## src/hdl/ptc_pkg.sv

```systemverilog
// Constants shared by the PTP timestamp control block and its time counter.
package ptc_pkg;
  localparam int unsigned TIME_W = 32;
  localparam int unsigned ADDR_W = 8;
  // Register byte offsets.
  localparam logic [7:0] ADDR_CTRL       = 8'h00;
  localparam logic [7:0] ADDR_UPD_SEC    = 8'h04;
  localparam logic [7:0] ADDR_UPD_SUB    = 8'h08;
  localparam logic [7:0] ADDR_ADDEND     = 8'h0C;
  localparam logic [7:0] ADDR_SUB_INC    = 8'h10;
  localparam logic [7:0] ADDR_TGT_SEC    = 8'h14;
  localparam logic [7:0] ADDR_TGT_SUB    = 8'h18;
  localparam logic [7:0] ADDR_SYS_SEC    = 8'h1C;
  localparam logic [7:0] ADDR_SYS_SUB    = 8'h20;
  localparam logic [7:0] ADDR_INT_STATUS = 8'h24;
  localparam logic [7:0] ADDR_INT_MASK   = 8'h28;
  localparam logic [7:0] ADDR_SNAP_SEC   = 8'h2C;
  localparam logic [7:0] ADDR_SNAP_SUB   = 8'h30;
  // Control register field positions.
  localparam int CTRL_IPV4_BIT    = 13;
  localparam int CTRL_IPV6_BIT    = 12;
  localparam int CTRL_RAW_BIT     = 11;
  localparam int CTRL_V2_BIT      = 10;
  localparam int CTRL_ROLL_BIT    = 9;
  localparam int CTRL_ALL_BIT     = 8;
  localparam int CTRL_ADDEND_BIT  = 5;
  localparam int CTRL_TARGET_BIT  = 4;
  localparam int CTRL_UPDATE_BIT  = 3;
  localparam int UPD_SUB_SIGN_BIT = 31;
  localparam logic [31:0] CTRL_RESET   = 32'h0000_2000;
  localparam logic [31:0] CTRL_RW_MASK = 32'h0007_FF10;
  localparam logic [31:0] ZERO_RESET   = 32'h0000_0000;
  // Subsecond rollover limits.
  localparam logic [31:0] SUB_MAX_DIGITAL = 32'h3B9A_C9FF;
  localparam logic [31:0] SUB_MAX_BINARY  = 32'h7FFF_FFFF;
  // Encapsulation codes on the receive side.
  localparam logic [1:0] ENCAP_NONE     = 2'h0;
  localparam logic [1:0] ENCAP_UDP_IPV4 = 2'h1;
  localparam logic [1:0] ENCAP_UDP_IPV6 = 2'h2;
  localparam logic [1:0] ENCAP_RAW_ETH  = 2'h3;
  localparam logic [3:0] PTP_VERSION_1  = 4'h1;
  localparam logic [3:0] PTP_VERSION_2  = 4'h2;
  // Interrupt status bits.
  localparam int STAT_TARGET_BIT = 0;
  localparam int STAT_SNAP_BIT   = 1;
  localparam int STAT_W          = 2;
endpackage

```

## src/hdl/ptc_time_counter.sv

```systemverilog
// System time counter with addend accumulator, rollover and add or subtract update.
`timescale 1ns/1ns
module ptc_time_counter #(
  parameter int INC_W = 8
) (
  // Clock and reset.
  input  wire logic                        clk,
  input  wire logic                        rst,
  // Configuration.
  input  wire logic                        digital_rollover,
  input  wire logic [INC_W-1:0]            inc_value,
  input  wire logic                        addend_load,
  input  wire logic [ptc_pkg::TIME_W-1:0]  addend_value,
  // Time update.
  input  wire logic                        time_update,
  input  wire logic                        update_subtract,
  input  wire logic [ptc_pkg::TIME_W-1:0]  update_sec,
  input  wire logic [ptc_pkg::TIME_W-1:0]  update_sub,
  // Running time.
  output logic      [ptc_pkg::TIME_W-1:0]  sec_out,
  output logic      [ptc_pkg::TIME_W-1:0]  sub_out
);
  import ptc_pkg::*;

  initial begin
    if (INC_W < 1 || INC_W > 32) begin
      $error("INC_W must lie between 1 and 32");
    end
  end

  logic [31:0] addend_q;
  logic [31:0] acc_q;
  logic [31:0] sec_q;
  logic [31:0] sec_d;
  logic [31:0] sub_q;
  logic [31:0] sub_d;

  // Adds within the subsecond range and reports the carry into seconds.
  function automatic logic [32:0] sub_step_up(input logic [31:0] a, input logic [31:0] b,
                                              input logic [31:0] lim);
    logic [32:0] s;
    logic [32:0] r;
    s = {1'b0, a} + {1'b0, b};
    r = s - {1'b0, lim} - 33'h1;
    if (s > {1'b0, lim}) begin
      return {1'b1, r[31:0]};
    end
    return {1'b0, s[31:0]};
  endfunction

  wire [31:0] max_sub   = digital_rollover ? SUB_MAX_DIGITAL : SUB_MAX_BINARY;
  wire [32:0] acc_sum   = {1'b0, acc_q} + {1'b0, addend_q};
  wire        tick      = acc_sum[32];
  wire [31:0] inc_ext   = 32'(inc_value);
  wire [32:0] tick_step = sub_step_up(sub_q, inc_ext, max_sub);
  wire [32:0] upd_up    = sub_step_up(sub_q, update_sub, max_sub);
  wire        borrow    = sub_q < update_sub;
  wire [32:0] dn_raw    = {1'b0, sub_q} + {1'b0, max_sub} + 33'h1 - {1'b0, update_sub};
  wire [31:0] upd_dn    = borrow ? dn_raw[31:0] : sub_q - update_sub;
  // A switch from binary to digital rollover can leave the count above the new limit.
  wire        stale     = sub_q > max_sub;

  always_comb begin
    sec_d = sec_q;
    sub_d = sub_q;
    if (time_update) begin
      if (update_subtract) begin
        sub_d = upd_dn;
        sec_d = sec_q - update_sec - 32'(borrow);
      end else begin
        sub_d = upd_up[31:0];
        sec_d = sec_q + update_sec + 32'(upd_up[32]);
      end
    end else if (stale) begin
      sub_d = ZERO_RESET;
      sec_d = sec_q + 32'h0000_0001;
    end else if (tick) begin
      sub_d = tick_step[31:0];
      sec_d = sec_q + 32'(tick_step[32]);
    end
  end

  always_ff @(posedge clk) begin
    if (rst) begin
      addend_q <= ZERO_RESET;
      acc_q    <= ZERO_RESET;
      sec_q    <= ZERO_RESET;
      sub_q    <= ZERO_RESET;
    end else begin
      acc_q <= acc_sum[31:0];
      sec_q <= sec_d;
      sub_q <= sub_d;
      if (addend_load) begin
        addend_q <= addend_value;
      end
    end
  end

  assign sec_out = sec_q;
  assign sub_out = sub_q;
endmodule // ptc_time_counter

```

## src/hdl/ptc_timestamp_control.sv

```systemverilog
// PTP timestamp control register block with APB slave, frame filter and interrupts.
//
// Our own choices: the APB register port and the register offsets.
`timescale 1ns/1ns
// Function
// - UDP over IPv4 processing enable, resets set
// - UDP over IPv6 enable, bit 12, resets clear
// - Raw Ethernet PTP enable, bit 11
// - Bit 10 picks version two parsing
// - Digital rollover wraps after 0x3B9A_C9FF, carries seconds
// - Binary rollover wraps after 0x7FFF_FFFF, carries seconds
// - Bit 8 snapshots every received frame
// - Addend trigger loads addend, then self-clears
// - Target interrupt on time passing target, clears enable
// - Time trigger adds or subtracts update, self-clears
module ptc_timestamp_control #(
  parameter int INC_W = 8
) (
  // Clock and reset.
  input  wire logic                         CLOCK,
  input  wire logic                         SYS_RST,
  // APB slave.
  input  wire logic                         PSEL,
  input  wire logic                         PENABLE,
  input  wire logic                         PWRITE,
  input  wire logic [ptc_pkg::ADDR_W-1:0]   PADDR,
  input  wire logic [31:0]                  PWDATA,
  output logic      [31:0]                  PRDATA,
  output logic                              PREADY,
  output logic                              PSLVERR,
  // Receive path frame report.
  input  wire logic                         RX_FRAME_VALID,
  input  wire logic [1:0]                   RX_ENCAP,
  input  wire logic [3:0]                   RX_PTP_VERSION,
  // Configuration toward the receive path.
  output logic                              PTP_UDP_IPV4_ENABLE,
  output logic                              PTP_UDP_IPV6_ENABLE,
  output logic                              PTP_RAW_ETHERNET_ENABLE,
  output logic                              PTP_VERSION_TWO_SELECT,
  // Snapshot result.
  output logic                              SNAP_VALID,
  output logic      [ptc_pkg::TIME_W-1:0]   SNAP_SEC,
  output logic      [ptc_pkg::TIME_W-1:0]   SNAP_SUBSEC,
  // System time.
  output logic      [ptc_pkg::TIME_W-1:0]   SYS_TIME_SEC,
  output logic      [ptc_pkg::TIME_W-1:0]   SYS_TIME_SUBSEC,
  // Interrupt.
  output logic                              IRQ
);
  import ptc_pkg::*;

  initial begin
    if (INC_W < 1 || INC_W > 32) begin
      $error("INC_W must lie between 1 and 32");
    end
  end

  logic [31:0]       ctrl_q;
  logic [31:0]       ctrl_d;
  logic [31:0]       upd_sec_q;
  logic [31:0]       upd_sub_q;
  logic [31:0]       addend_q;
  logic [INC_W-1:0]  inc_q;
  logic [31:0]       tgt_sec_q;
  logic [31:0]       tgt_sub_q;
  logic [STAT_W-1:0] status_q;
  logic [STAT_W-1:0] status_d;
  logic [STAT_W-1:0] mask_q;
  logic [31:0]       prdata_q;
  logic              snap_valid_q;
  logic [31:0]       snap_sec_q;
  logic [31:0]       snap_sub_q;
  logic [31:0]       sys_sec;
  logic [31:0]       sys_sub;
  logic [31:0]       rd_value;

  // Bus decode. The slave never waits, so the access phase always completes.
  wire setup_rd = PSEL && !PENABLE && !PWRITE;
  wire access   = PSEL && PENABLE;
  wire wr_en    = access && PWRITE;
  wire sel_ctrl = PADDR == ADDR_CTRL;
  wire sel_usec = PADDR == ADDR_UPD_SEC;
  wire sel_usub = PADDR == ADDR_UPD_SUB;
  wire sel_add  = PADDR == ADDR_ADDEND;
  wire sel_inc  = PADDR == ADDR_SUB_INC;
  wire sel_tsec = PADDR == ADDR_TGT_SEC;
  wire sel_tsub = PADDR == ADDR_TGT_SUB;
  wire sel_ssec = PADDR == ADDR_SYS_SEC;
  wire sel_ssub = PADDR == ADDR_SYS_SUB;
  wire sel_stat = PADDR == ADDR_INT_STATUS;
  wire sel_mask = PADDR == ADDR_INT_MASK;
  wire sel_psec = PADDR == ADDR_SNAP_SEC;
  wire sel_psub = PADDR == ADDR_SNAP_SUB;
  wire addr_hit = sel_ctrl | sel_usec | sel_usub | sel_add | sel_inc | sel_tsec |
                  sel_tsub | sel_ssec | sel_ssub | sel_stat | sel_mask | sel_psec |
                  sel_psub;
  wire wr_ctrl  = wr_en && sel_ctrl;
  wire wr_stat  = wr_en && sel_stat;

  // Control fields.
  wire ipv4_en    = ctrl_q[CTRL_IPV4_BIT];
  wire ipv6_en    = ctrl_q[CTRL_IPV6_BIT];
  wire raw_en     = ctrl_q[CTRL_RAW_BIT];
  wire ver_two    = ctrl_q[CTRL_V2_BIT];
  wire digital    = ctrl_q[CTRL_ROLL_BIT];
  wire snap_all   = ctrl_q[CTRL_ALL_BIT];
  wire addend_trg = ctrl_q[CTRL_ADDEND_BIT];
  wire target_en  = ctrl_q[CTRL_TARGET_BIT];
  wire update_trg = ctrl_q[CTRL_UPDATE_BIT];

  // Receive classification.
  wire enc_v4      = RX_ENCAP == ENCAP_UDP_IPV4;
  wire enc_v6      = RX_ENCAP == ENCAP_UDP_IPV6;
  wire enc_raw     = RX_ENCAP == ENCAP_RAW_ETH;
  wire enc_enabled = (enc_v4 && ipv4_en) ||
                     (enc_v6 && ipv6_en) ||
                     (enc_raw && raw_en);
  wire ver_match   = ver_two ? RX_PTP_VERSION == PTP_VERSION_2 :
                               RX_PTP_VERSION == PTP_VERSION_1;
  wire rx_is_ptp   = enc_enabled && ver_match;
  wire rx_take     = RX_FRAME_VALID && (rx_is_ptp || snap_all);

  // Target comparison is strict: equal time does not fire.
  wire time_gt     = sys_sec > tgt_sec_q || (sys_sec == tgt_sec_q && sys_sub > tgt_sub_q);
  wire target_fire = target_en && time_gt;

  // A trigger bit stays set for exactly the cycle in which the counter consumes it.
  always_comb begin
    ctrl_d = ctrl_q;
    if (addend_trg) begin
      ctrl_d[CTRL_ADDEND_BIT] = 1'b0;
    end
    if (update_trg) begin
      ctrl_d[CTRL_UPDATE_BIT] = 1'b0;
    end
    if (target_fire) begin
      ctrl_d[CTRL_TARGET_BIT] = 1'b0;
    end
    if (wr_ctrl) begin
      ctrl_d = (ctrl_d & ~CTRL_RW_MASK) | (PWDATA & CTRL_RW_MASK);
      if (PWDATA[CTRL_ADDEND_BIT]) begin
        ctrl_d[CTRL_ADDEND_BIT] = 1'b1;
      end
      if (PWDATA[CTRL_UPDATE_BIT]) begin
        ctrl_d[CTRL_UPDATE_BIT] = 1'b1;
      end
    end
  end

  // Hardware events win over a write-one clear in the same cycle.
  always_comb begin
    status_d = status_q;
    if (wr_stat) begin
      status_d = status_q & ~PWDATA[STAT_W-1:0];
    end
    if (target_fire) begin
      status_d[STAT_TARGET_BIT] = 1'b1;
    end
    if (rx_take) begin
      status_d[STAT_SNAP_BIT] = 1'b1;
    end
  end

  always_comb begin
    rd_value = ZERO_RESET;
    unique case (1'b1)
      sel_ctrl: rd_value = ctrl_q;
      sel_usec: rd_value = upd_sec_q;
      sel_usub: rd_value = upd_sub_q;
      sel_add:  rd_value = addend_q;
      sel_inc:  rd_value = 32'(inc_q);
      sel_tsec: rd_value = tgt_sec_q;
      sel_tsub: rd_value = tgt_sub_q;
      sel_ssec: rd_value = sys_sec;
      sel_ssub: rd_value = sys_sub;
      sel_stat: rd_value = 32'(status_q);
      sel_mask: rd_value = 32'(mask_q);
      sel_psec: rd_value = snap_sec_q;
      sel_psub: rd_value = snap_sub_q;
      default:  rd_value = ZERO_RESET;
    endcase
  end

  always_ff @(posedge CLOCK) begin
    if (SYS_RST) begin
      ctrl_q   <= CTRL_RESET;
      status_q <= '0;
      prdata_q <= ZERO_RESET;
    end else begin
      ctrl_q   <= ctrl_d;
      status_q <= status_d;
      if (setup_rd) begin
        prdata_q <= rd_value;
      end
    end
  end

  always_ff @(posedge CLOCK) begin
    if (SYS_RST) begin
      upd_sec_q <= ZERO_RESET;
      upd_sub_q <= ZERO_RESET;
      addend_q  <= ZERO_RESET;
      inc_q     <= '0;
      tgt_sec_q <= ZERO_RESET;
      tgt_sub_q <= ZERO_RESET;
      mask_q    <= '0;
    end else if (wr_en) begin
      if (sel_usec) begin
        upd_sec_q <= PWDATA;
      end
      if (sel_usub) begin
        upd_sub_q <= PWDATA;
      end
      if (sel_add) begin
        addend_q <= PWDATA;
      end
      if (sel_inc) begin
        inc_q <= PWDATA[INC_W-1:0];
      end
      if (sel_tsec) begin
        tgt_sec_q <= PWDATA;
      end
      if (sel_tsub) begin
        tgt_sub_q <= PWDATA;
      end
      if (sel_mask) begin
        mask_q <= PWDATA[STAT_W-1:0];
      end
    end
  end

  always_ff @(posedge CLOCK) begin
    if (SYS_RST) begin
      snap_valid_q <= 1'b0;
      snap_sec_q   <= ZERO_RESET;
      snap_sub_q   <= ZERO_RESET;
    end else begin
      snap_valid_q <= rx_take;
      if (rx_take) begin
        snap_sec_q <= sys_sec;
        snap_sub_q <= sys_sub;
      end
    end
  end

  ptc_time_counter #(
    .INC_W(INC_W)
  ) ptc_time_counter_inst (
    .clk             (CLOCK),
    .rst             (SYS_RST),
    .digital_rollover(digital),
    .inc_value       (inc_q),
    .addend_load     (addend_trg),
    .addend_value    (addend_q),
    .time_update     (update_trg),
    .update_subtract (upd_sub_q[UPD_SUB_SIGN_BIT]),
    .update_sec      (upd_sec_q),
    .update_sub      ({1'b0, upd_sub_q[30:0]}),
    .sec_out         (sys_sec),
    .sub_out         (sys_sub)
  );

  assign PRDATA                  = prdata_q;
  assign PREADY                  = 1'b1;
  assign PSLVERR                 = access && !addr_hit;
  assign PTP_UDP_IPV4_ENABLE     = ipv4_en;
  assign PTP_UDP_IPV6_ENABLE     = ipv6_en;
  assign PTP_RAW_ETHERNET_ENABLE = raw_en;
  assign PTP_VERSION_TWO_SELECT  = ver_two;
  assign SNAP_VALID              = snap_valid_q;
  assign SNAP_SEC                = snap_sec_q;
  assign SNAP_SUBSEC             = snap_sub_q;
  assign SYS_TIME_SEC            = sys_sec;
  assign SYS_TIME_SUBSEC         = sys_sub;
  assign IRQ                     = |(status_q & mask_q);
endmodule // ptc_timestamp_control

```

## config.mk

```make
export PLATFORM = sky130hd
export DESIGN_NAME = ptc_timestamp_control
export DESIGN_NICKNAME = d
export VERILOG_FILES = /design/src/hdl/ptc_pkg.sv /design/src/hdl/ptc_time_counter.sv /design/src/hdl/ptc_timestamp_control.sv
export SDC_FILE = /design/constraint.sdc
export NUM_CORES = 2
export LEC_CHECK = 0
export BUFFER_PORTS_ARGS = -buffer_cell sky130_fd_sc_hd__buf_2
export CAP_MARGIN = 20
export CELL_PAD_IN_SITES_DETAIL_PLACEMENT = 0
export CELL_PAD_IN_SITES_GLOBAL_PLACEMENT = 1
export CORE_MARGIN = 2
export CORE_UTILIZATION = 35
export CTS_CLUSTER_DIAMETER = 40
export DETAILED_ROUTE_END_ITERATION = 8
export PLACE_DENSITY_LB_ADDON = 0.1
export SLEW_MARGIN = 10
export SYNTH_ARGS = -nofsm -noshare
export SYNTH_HDL_FRONTEND = slang
export SYNTH_SLANG_ARGS = --single-unit
```

## constraint.sdc

```tcl
create_clock -name CLOCK -period 10.6 [get_ports CLOCK]
set_input_delay 0.53 -clock CLOCK [delete_from_list [all_inputs] [get_ports CLOCK]]
set_output_delay 0.53 -clock CLOCK [all_outputs]
set_load 0.02 [all_outputs]
```

# == Word-level counts from Yosys, hierarchy flattened ==
# Index checks and enable logic that the tools add are counted.
# word_totals
regBits,429
input_bits,52
output_inout_bits,168
wordCells,138
# classes
n_addsub,17
n_lt_le_gt_ge,6
eq_ne,18
mux,25
bitwise,17
reduce_logical,35
# op_table
cell,n
$pmux 32 s13,1
$mux 32,9
$mux 33,4
$gt 32x32->1,3
$sub 32x32->32,3
$gt 33x31->1,2
$add 32x1->32,2
$add 32x1->32 const B,2
$add 32x32->32,2
$sub 32x1->32 const B,2
$sub 32x31->32,2
$eq 8x6->1 const B,5
$add 32x31->33,1
$add 32x32->33,1
$add 32x8->33,1
$eq 32x32->1,1
$eq 8x5->1 const B,4
$lt 32x31->1,1
$or 32x19->32,1
$sub 32x1->32,1
$mux 31,1
$eq 8x4->1 const B,2
$logic_and 1x1->1,14
$reduce_and 2->1,7
18 further kinds,46

# == Longest topological paths before layout ==
# depth
depth_word,15
mapped_depth,39
depth_no_buf,37

# == By module ==
# From an unflattened synthesis, not the netlist that was laid out.
# unflattened
cells_unflattened,4345
area_unflattened_um2,33293.2
# by_module_without_submodules
mod,n_inst,cells_per_inst,area_each_um2,seq_area_each_um2
ptc_time_counter,1,2714,20078.0,2562.5
ptc_timestamp_control,1,1631,13215.2,5665.4

# == Worst setup path after synthesis ==
# No wires, ideal clock.
# synth_timing
path_kind,reg-to-reg
start,"register ptc_time_counter_inst.sub_q[1], in the netlist ptc_time_counter_inst.sub_out[1]"
end,"register ptc_time_counter_inst.sec_q[28], in the netlist ptc_time_counter_inst.sec_out[28]"
setup_time_ps,122
t_arrival_ps,7290
required_ps,10478
setup_slack_ps,3189
path_stages_with_launch,35
n_path_buf,1
synth_period_minus_slack_ps,7411
path_cell_list,dfxtp_1 > ha_1 > nand2b_1 > a221oi_2 > o21ai_0 > o21bai_1 > a21oi_1 > xnor2_1 > ha_1 > inv_1 > fa_1 > or3_1 > nor3_1 > mux2i_1 > a31oi_1 > and4_1 > o21ai_1 > a2bb2oi_2 > nand4_4 > nand2_4 > buf_2 > inv_1 > fa_1 > fa_1 > o21bai_1 > a21oi_1 > o21ai_0 > a31oi_1 > o211ai_1 > a311oi_1 > o21ai_0 > a31oi_1 > o31ai_1 > a21boi_0 > a221o_1
# synth_between
elab_chain_cells,8
word_cells_on_any_way,18
classes_between,5 x add/sub; 4 x order compare; 8 x mux; 1 x reduce/logical
# synth_rtl
element,line_no,rtl
from (decl),ptc_time_counter.sv:35,logic [31:0] sub_q;
from (signal assigned),ptc_time_counter.sv:92,sub_q <= sub_d;
$add 32x8->33,ptc_time_counter.sv:43,"s = {1'b0, a} + {1'b0, b};"
$gt 33x31->1,ptc_time_counter.sv:45,"if (s > {1'b0, lim}) begin"
$mux 1,ptc_time_counter.sv:45,
$mux 33,ptc_time_counter.sv:48,"return {1'b0, s[31:0]};"
$add 32x1->32,ptc_time_counter.sv:79,sec_d = sec_q + 32'(tick_step[32]);
$mux 32,ptc_time_counter.sv:77,end else if (tick) begin
$mux 32,ptc_time_counter.sv:74,end else if (stale) begin
$mux 32,ptc_time_counter.sv:66,if (time_update) begin
to (signal assigned),ptc_time_counter.sv:87,sec_q <= ZERO_RESET;
to (signal assigned),ptc_time_counter.sv:91,sec_q <= sec_d;
to (decl),ptc_time_counter.sv:33,logic [31:0] sec_q;
# Parallel ways exist; a longest one is shown, timed or not. The select of a mux whose other input is x is not followed.
# A chain may end at the register's enable or synchronous reset.

# == Worst setup path after layout ==
# Same ends and word-level chain as after synthesis.

==> out/results.env <==
OUTCOME='finished, final reports clean'
TOTALNEGATIVESETUPSLACK_NS=0
WORSTSETUPENDPOINTTYPE='flip-flop'
POWER.SWITCHING_uW=1110
ROUTED_VIAS_INST=5.78
H-TREE-DEPTH=3
POSTSYNTH.ASYNCRESETSHARE_PCT=0
DETAIL_ROUTE.WIRELENGTH_UM=152000
LEVELS_ON_CRIT_PATH=33
INITIAL_ANTENNA_VIOLATION_COUNT=5
GRT_MAX_DEGREE=83
DIE_WIDTH_UM=314
POST_SYNTH_MOST_FREQUENT_CELLS='563 x sky130_fd_sc_hd__nand2_1, 445 x sky130_fd_sc_hd__a21oi_1, 411 x sky130_fd_sc_hd__dfxtp_1'
POWER.SEQUENTIAL.FRACTION_PCT=35.0
CLOCK_TREE_FROM_TRITONCTS='done'
MIN_DELAY_PATH_DEPTH=3
HPWL_UM=115000
CELL_INTERNAL_PWR_uW=3350
YOSYS.CELL_COUNT.TOP_TYPE='sky130_fd_sc_hd__nand2_1'
PLACE.GP.CONGESTION=0.959
LEAKAGE_uW=0.0155
POST_SYNTHESIS_NET_COUNT=4815
SYNTH-SEQ-CELLS=411
SYNTH_FLOP_CELL='sky130_fd_sc_hd__dfxtp_1'
MAXIMUM_VDD_DROP_V=0.000122
SETUP_VIOL_COUNT_FINAL=0
CRITPATHARRIVALTIME_NS=9.63
INITIAL_CORE_UTILIZATION_PCT=35.3
WORST-R2R-SETUP-SLACK_NS=1.50
PIN_COUNT=220
CTS_INSERTED_BUFFERS=86
PWR_DENSITY_CELL_mW_PER_MM2=114
FINAL.FILL_COUNT=9897
SYN-CELL-AREA_MM2=0.0336
GRT-OVFL-TOTAL=0
HOLD_BUFFERS=0
PLACEMENT_ROWS=113
DETAIL-ROUTE-ANTENNA-NETS=0
WORST_PIN_SLEW_NS=1.19
CTS.CLK_SLEW.WORST_PATHS_NS=0.06
GRT_PASS1_WL_UM=222000
DRC_ERRORS=0
POST-SYNTH-TOP-AREA-FRACTION_PCT=24.5
INSTANCES_NO_FILL=5860
DIEHEIGHT_UM=314
CRITICAL_PATH_CLASS='flip-flop to flip-flop'
DRIVE_ABOVE_1_SHARE_PCT=11.7
SYNTH_CELL_TYPES=116
WORSTPATHREQUIRED_NS=11.13
DRTITER0DRC=3173
CRIT_FAMILY='compound AO/OA/AOI/OAI gates'
SYNTH-EDFF-COUNT=0
POST-PLACE-CELLS=5701
AVGSYNTHCELLAREA_UM2=7.68
CLOCK_LATENCY_NS=0.66
FINALCLOCKSKEW_NS=0.0303
START_KIND='flip-flop'
FINALWORSTPATHREQUIREDPERIOD_NS=9.10
SEQCELLAREA_MM2=0.00823
NNETSFINAL=4963
YOSYSSEQAREASHARE_PCT=24.5
CTS_NUM_SINKS=411
CPMAXSTAGEDELAYCELL='sky130_fd_sc_hd__dfxtp_1'
FLOORPLAN.CORE_AREA_MM2=0.0952
POWER_SWITCHING_SHARE_PCT=24.8
REG2REG_DEPTH=33
LARGEST_AREA_CONTRIBUTOR_IN_THE_NETLIST='sky130_fd_sc_hd__dfxtp_1'
VIAS=33900
TIMING_HOLD_VIOLATIONS_FINAL=0
SYNTH.TOP_CELLS.BY_AREA='sky130_fd_sc_hd__dfxtp_1 24%, sky130_fd_sc_hd__ha_1 13%, sky130_fd_sc_hd__a21oi_1 6.6%'
SYNTH.YOSYS.WARNINGS=0
SYNTHCELLS=4376
RSZ0062_AT_GRT='false'
AREA_DELTA_SYNTH_FINAL_PCT=16.0
TOTAL_TRACK_USAGE_PCT=29.9
TIMING.FINAL.CRIT_SHARE_PCT=85.9
CRITPATHMAXSTAGEDELAY_NS=0.67
SLEW_VIOL_FINAL=0
MAXIMUM_CLOCK_RATE_MHz=110
CP.BUFFERS_INVERTERS=2
WORST_MIN_PATH_CLASS='input pin to flip-flop'
ROUTED_WIRE_LENGTH_PER_INSTANCE_UM=25.9
CLOCK_PATH_BUFFERS=3
MAX_CAP_VIOLATIONS=0
DIE_AREA_MM2=0.0985
PWR-SHARE-COMB_PCT=2.9
NUMBER_OF_GLOBAL_ROUTE_VIAS_BEFORE_REPAIR=32400
RELSLEWSLACK_PCT=20.0
CLOCK_POWER_SHARE_PCT=62.1
DRTPASS1ITERATIONS=6
CRITPATHMAXFANOUT=19
SETUP_REPAIR_BUFS_AFTER_CTS=0
PORT-BUFFER-COUNT=218
ROOT_BUFFER='sky130_fd_sc_hd__clkbuf_16'
MULTI_INPUT_COMB_AREA_MM2=0.0234
POST_CTS.RESIZED_INSTANCES=0
-- worst paths after layout --
kind / to / startpoint
worst max-delay path: ptc_time_counter_inst.sec_out[28] / ptc_time_counter_inst.sub_out[1]
worst min-delay path: upd_sub_q[17] / PWDATA[17]
worst max register to register: ptc_time_counter_inst.sec_out[28] / ptc_time_counter_inst.sub_out[1]
worst min register to register: ctrl_q[17] / ctrl_q[17]
-- area by class of cell --
type                       instances  share of cell area (%)
multi-input combinational       3414                    59.9
sequential                       411                    21.1
clock buffer                     111                    6.18
timing repair buffer             295                    4.31
tap                             1265                    4.06
inverter                         316                    3.04
clock inverter                    47                    1.38
antenna                            1                 0.00642
-- layer usage --
layer / up-vias / wire length (um) / track usage, %
met5: - / 0 / 0
met4: 0 / 4290 / 9.08
met3: 190 / 9550 / 3.58
met2: 1205 / 66300 / 46.5
met1: 16500 / 71700 / 43.1
li1: 16000 / - / -
-- tightest hold or removal path, cell delays in order --
cell and delay, ns:
sky130_fd_sc_hd__buf_2 0.14, sky130_fd_sc_hd__nand2_1 0.06, sky130_fd_sc_hd__a21oi_1 0.05
-- metrics by stage --
step / power, uW / worst slack, ns / util [%] / cell area (um^2) / hold WS [ns]
6_report: 4460 / 1.50 / 41.0 / 39000 / 0.184
5_1_grt: 4580 / 0.780 / 41.0 / 39000 / 0.190
4_1_cts: 4490 / 1.55 / 41.0 / 39000 / 0.160
3_5_place_dp: 1720 / 1.63 / 37.9 / 36100 / 0.449
3_3_place_gp: 1720 / 1.72 / 37.9 / 36100 / 0.447
2_1_floorplan: 1650 / 3.19 / - / 33600 / 0.436
-- registers in the layout, indices dropped and copies added, names as in the netlist --
name,flops
inc_q,8
ctrl_q,14
PRDATA,32
upd_sub_q,32
SNAP_SUBSEC,32
status_q,2
SNAP_VALID,1
SNAP_SEC,32
tgt_sub_q,32
addend_q,32
tgt_sec_q,32
mask_q,2
upd_sec_q,32
ptc_time_counter_inst.sub_out,32
ptc_time_counter_inst.sec_out,32
ptc_time_counter_inst.acc_q,32
ptc_time_counter_inst.addend_q,32
-- logic make-up (layout without fill, tap and decap cells) --
group | Yosys count | count (layout) | synth area share (%)
AO/OA/AOI/OAI | 1282 | 1282 | 25.9
XOR/XNOR | 213 | 213 | 5.66
adder cells (fa/ha/maj) | 387 | 387 | 15.0
buffers and inverters | 551 | 769 | 6.34
flip-flops | 411 | 411 | 24.5
multiplexers | 119 | 119 | 3.56
other | 1 | 2 | 0.0112
AND/OR/NAND/NOR | 1412 | 1412 | 19.0
-- placed cells by master (no fill, tap or decap), types with 37 or more instances in the layout --
master | netlist | final
sky130_fd_sc_hd__a31oi_1 | 49 | 48
sky130_fd_sc_hd__nand2_1 | 563 | 561
sky130_fd_sc_hd__nand2b_1 | 45 | 45
sky130_fd_sc_hd__a22oi_1 | 37 | 37
sky130_fd_sc_hd__o211ai_1 | 48 | 48
sky130_fd_sc_hd__a221oi_1 | 65 | 65
sky130_fd_sc_hd__a22o_1 | 46 | 46
sky130_fd_sc_hd__a21oi_1 | 445 | 445
sky130_fd_sc_hd__buf_2 | 17 | 217
sky130_fd_sc_hd__buf_4 | 7 | 77
sky130_fd_sc_hd__nor2_1 | 390 | 381
sky130_fd_sc_hd__nand3_1 | 94 | 94
sky130_fd_sc_hd__xor2_1 | 51 | 51
sky130_fd_sc_hd__inv_1 | 308 | 308
sky130_fd_sc_hd__nor3_1 | 77 | 76
sky130_fd_sc_hd__mux2i_1 | 114 | 114
sky130_fd_sc_hd__o21ai_0 | 152 | 152
sky130_fd_sc_hd__a21o_1 | 81 | 81
sky130_fd_sc_hd__a311oi_1 | 38 | 38
sky130_fd_sc_hd__clkbuf_16 | 0 | 88
sky130_fd_sc_hd__a211oi_1 | 44 | 44
sky130_fd_sc_hd__nand4_1 | 49 | 49
sky130_fd_sc_hd__xnor2_1 | 160 | 160
sky130_fd_sc_hd__ha_1 | 359 | 359
sky130_fd_sc_hd__dfxtp_1 | 411 | 408
-- power by group through the flow --
stage | clock network (uW) | registers (uW) | logic (uW)
global route | 2880 | 1560 | 138
finish | 2770 | 1560 | 131
CTS | 2810 | 1560 | 128
detailed placement | 0 | 1590 | 128
floorplan | 0 | 1590 | 59.7
global placement | 0 | 1590 | 129
No activity file was read; power rests on OpenSTA's default activity.
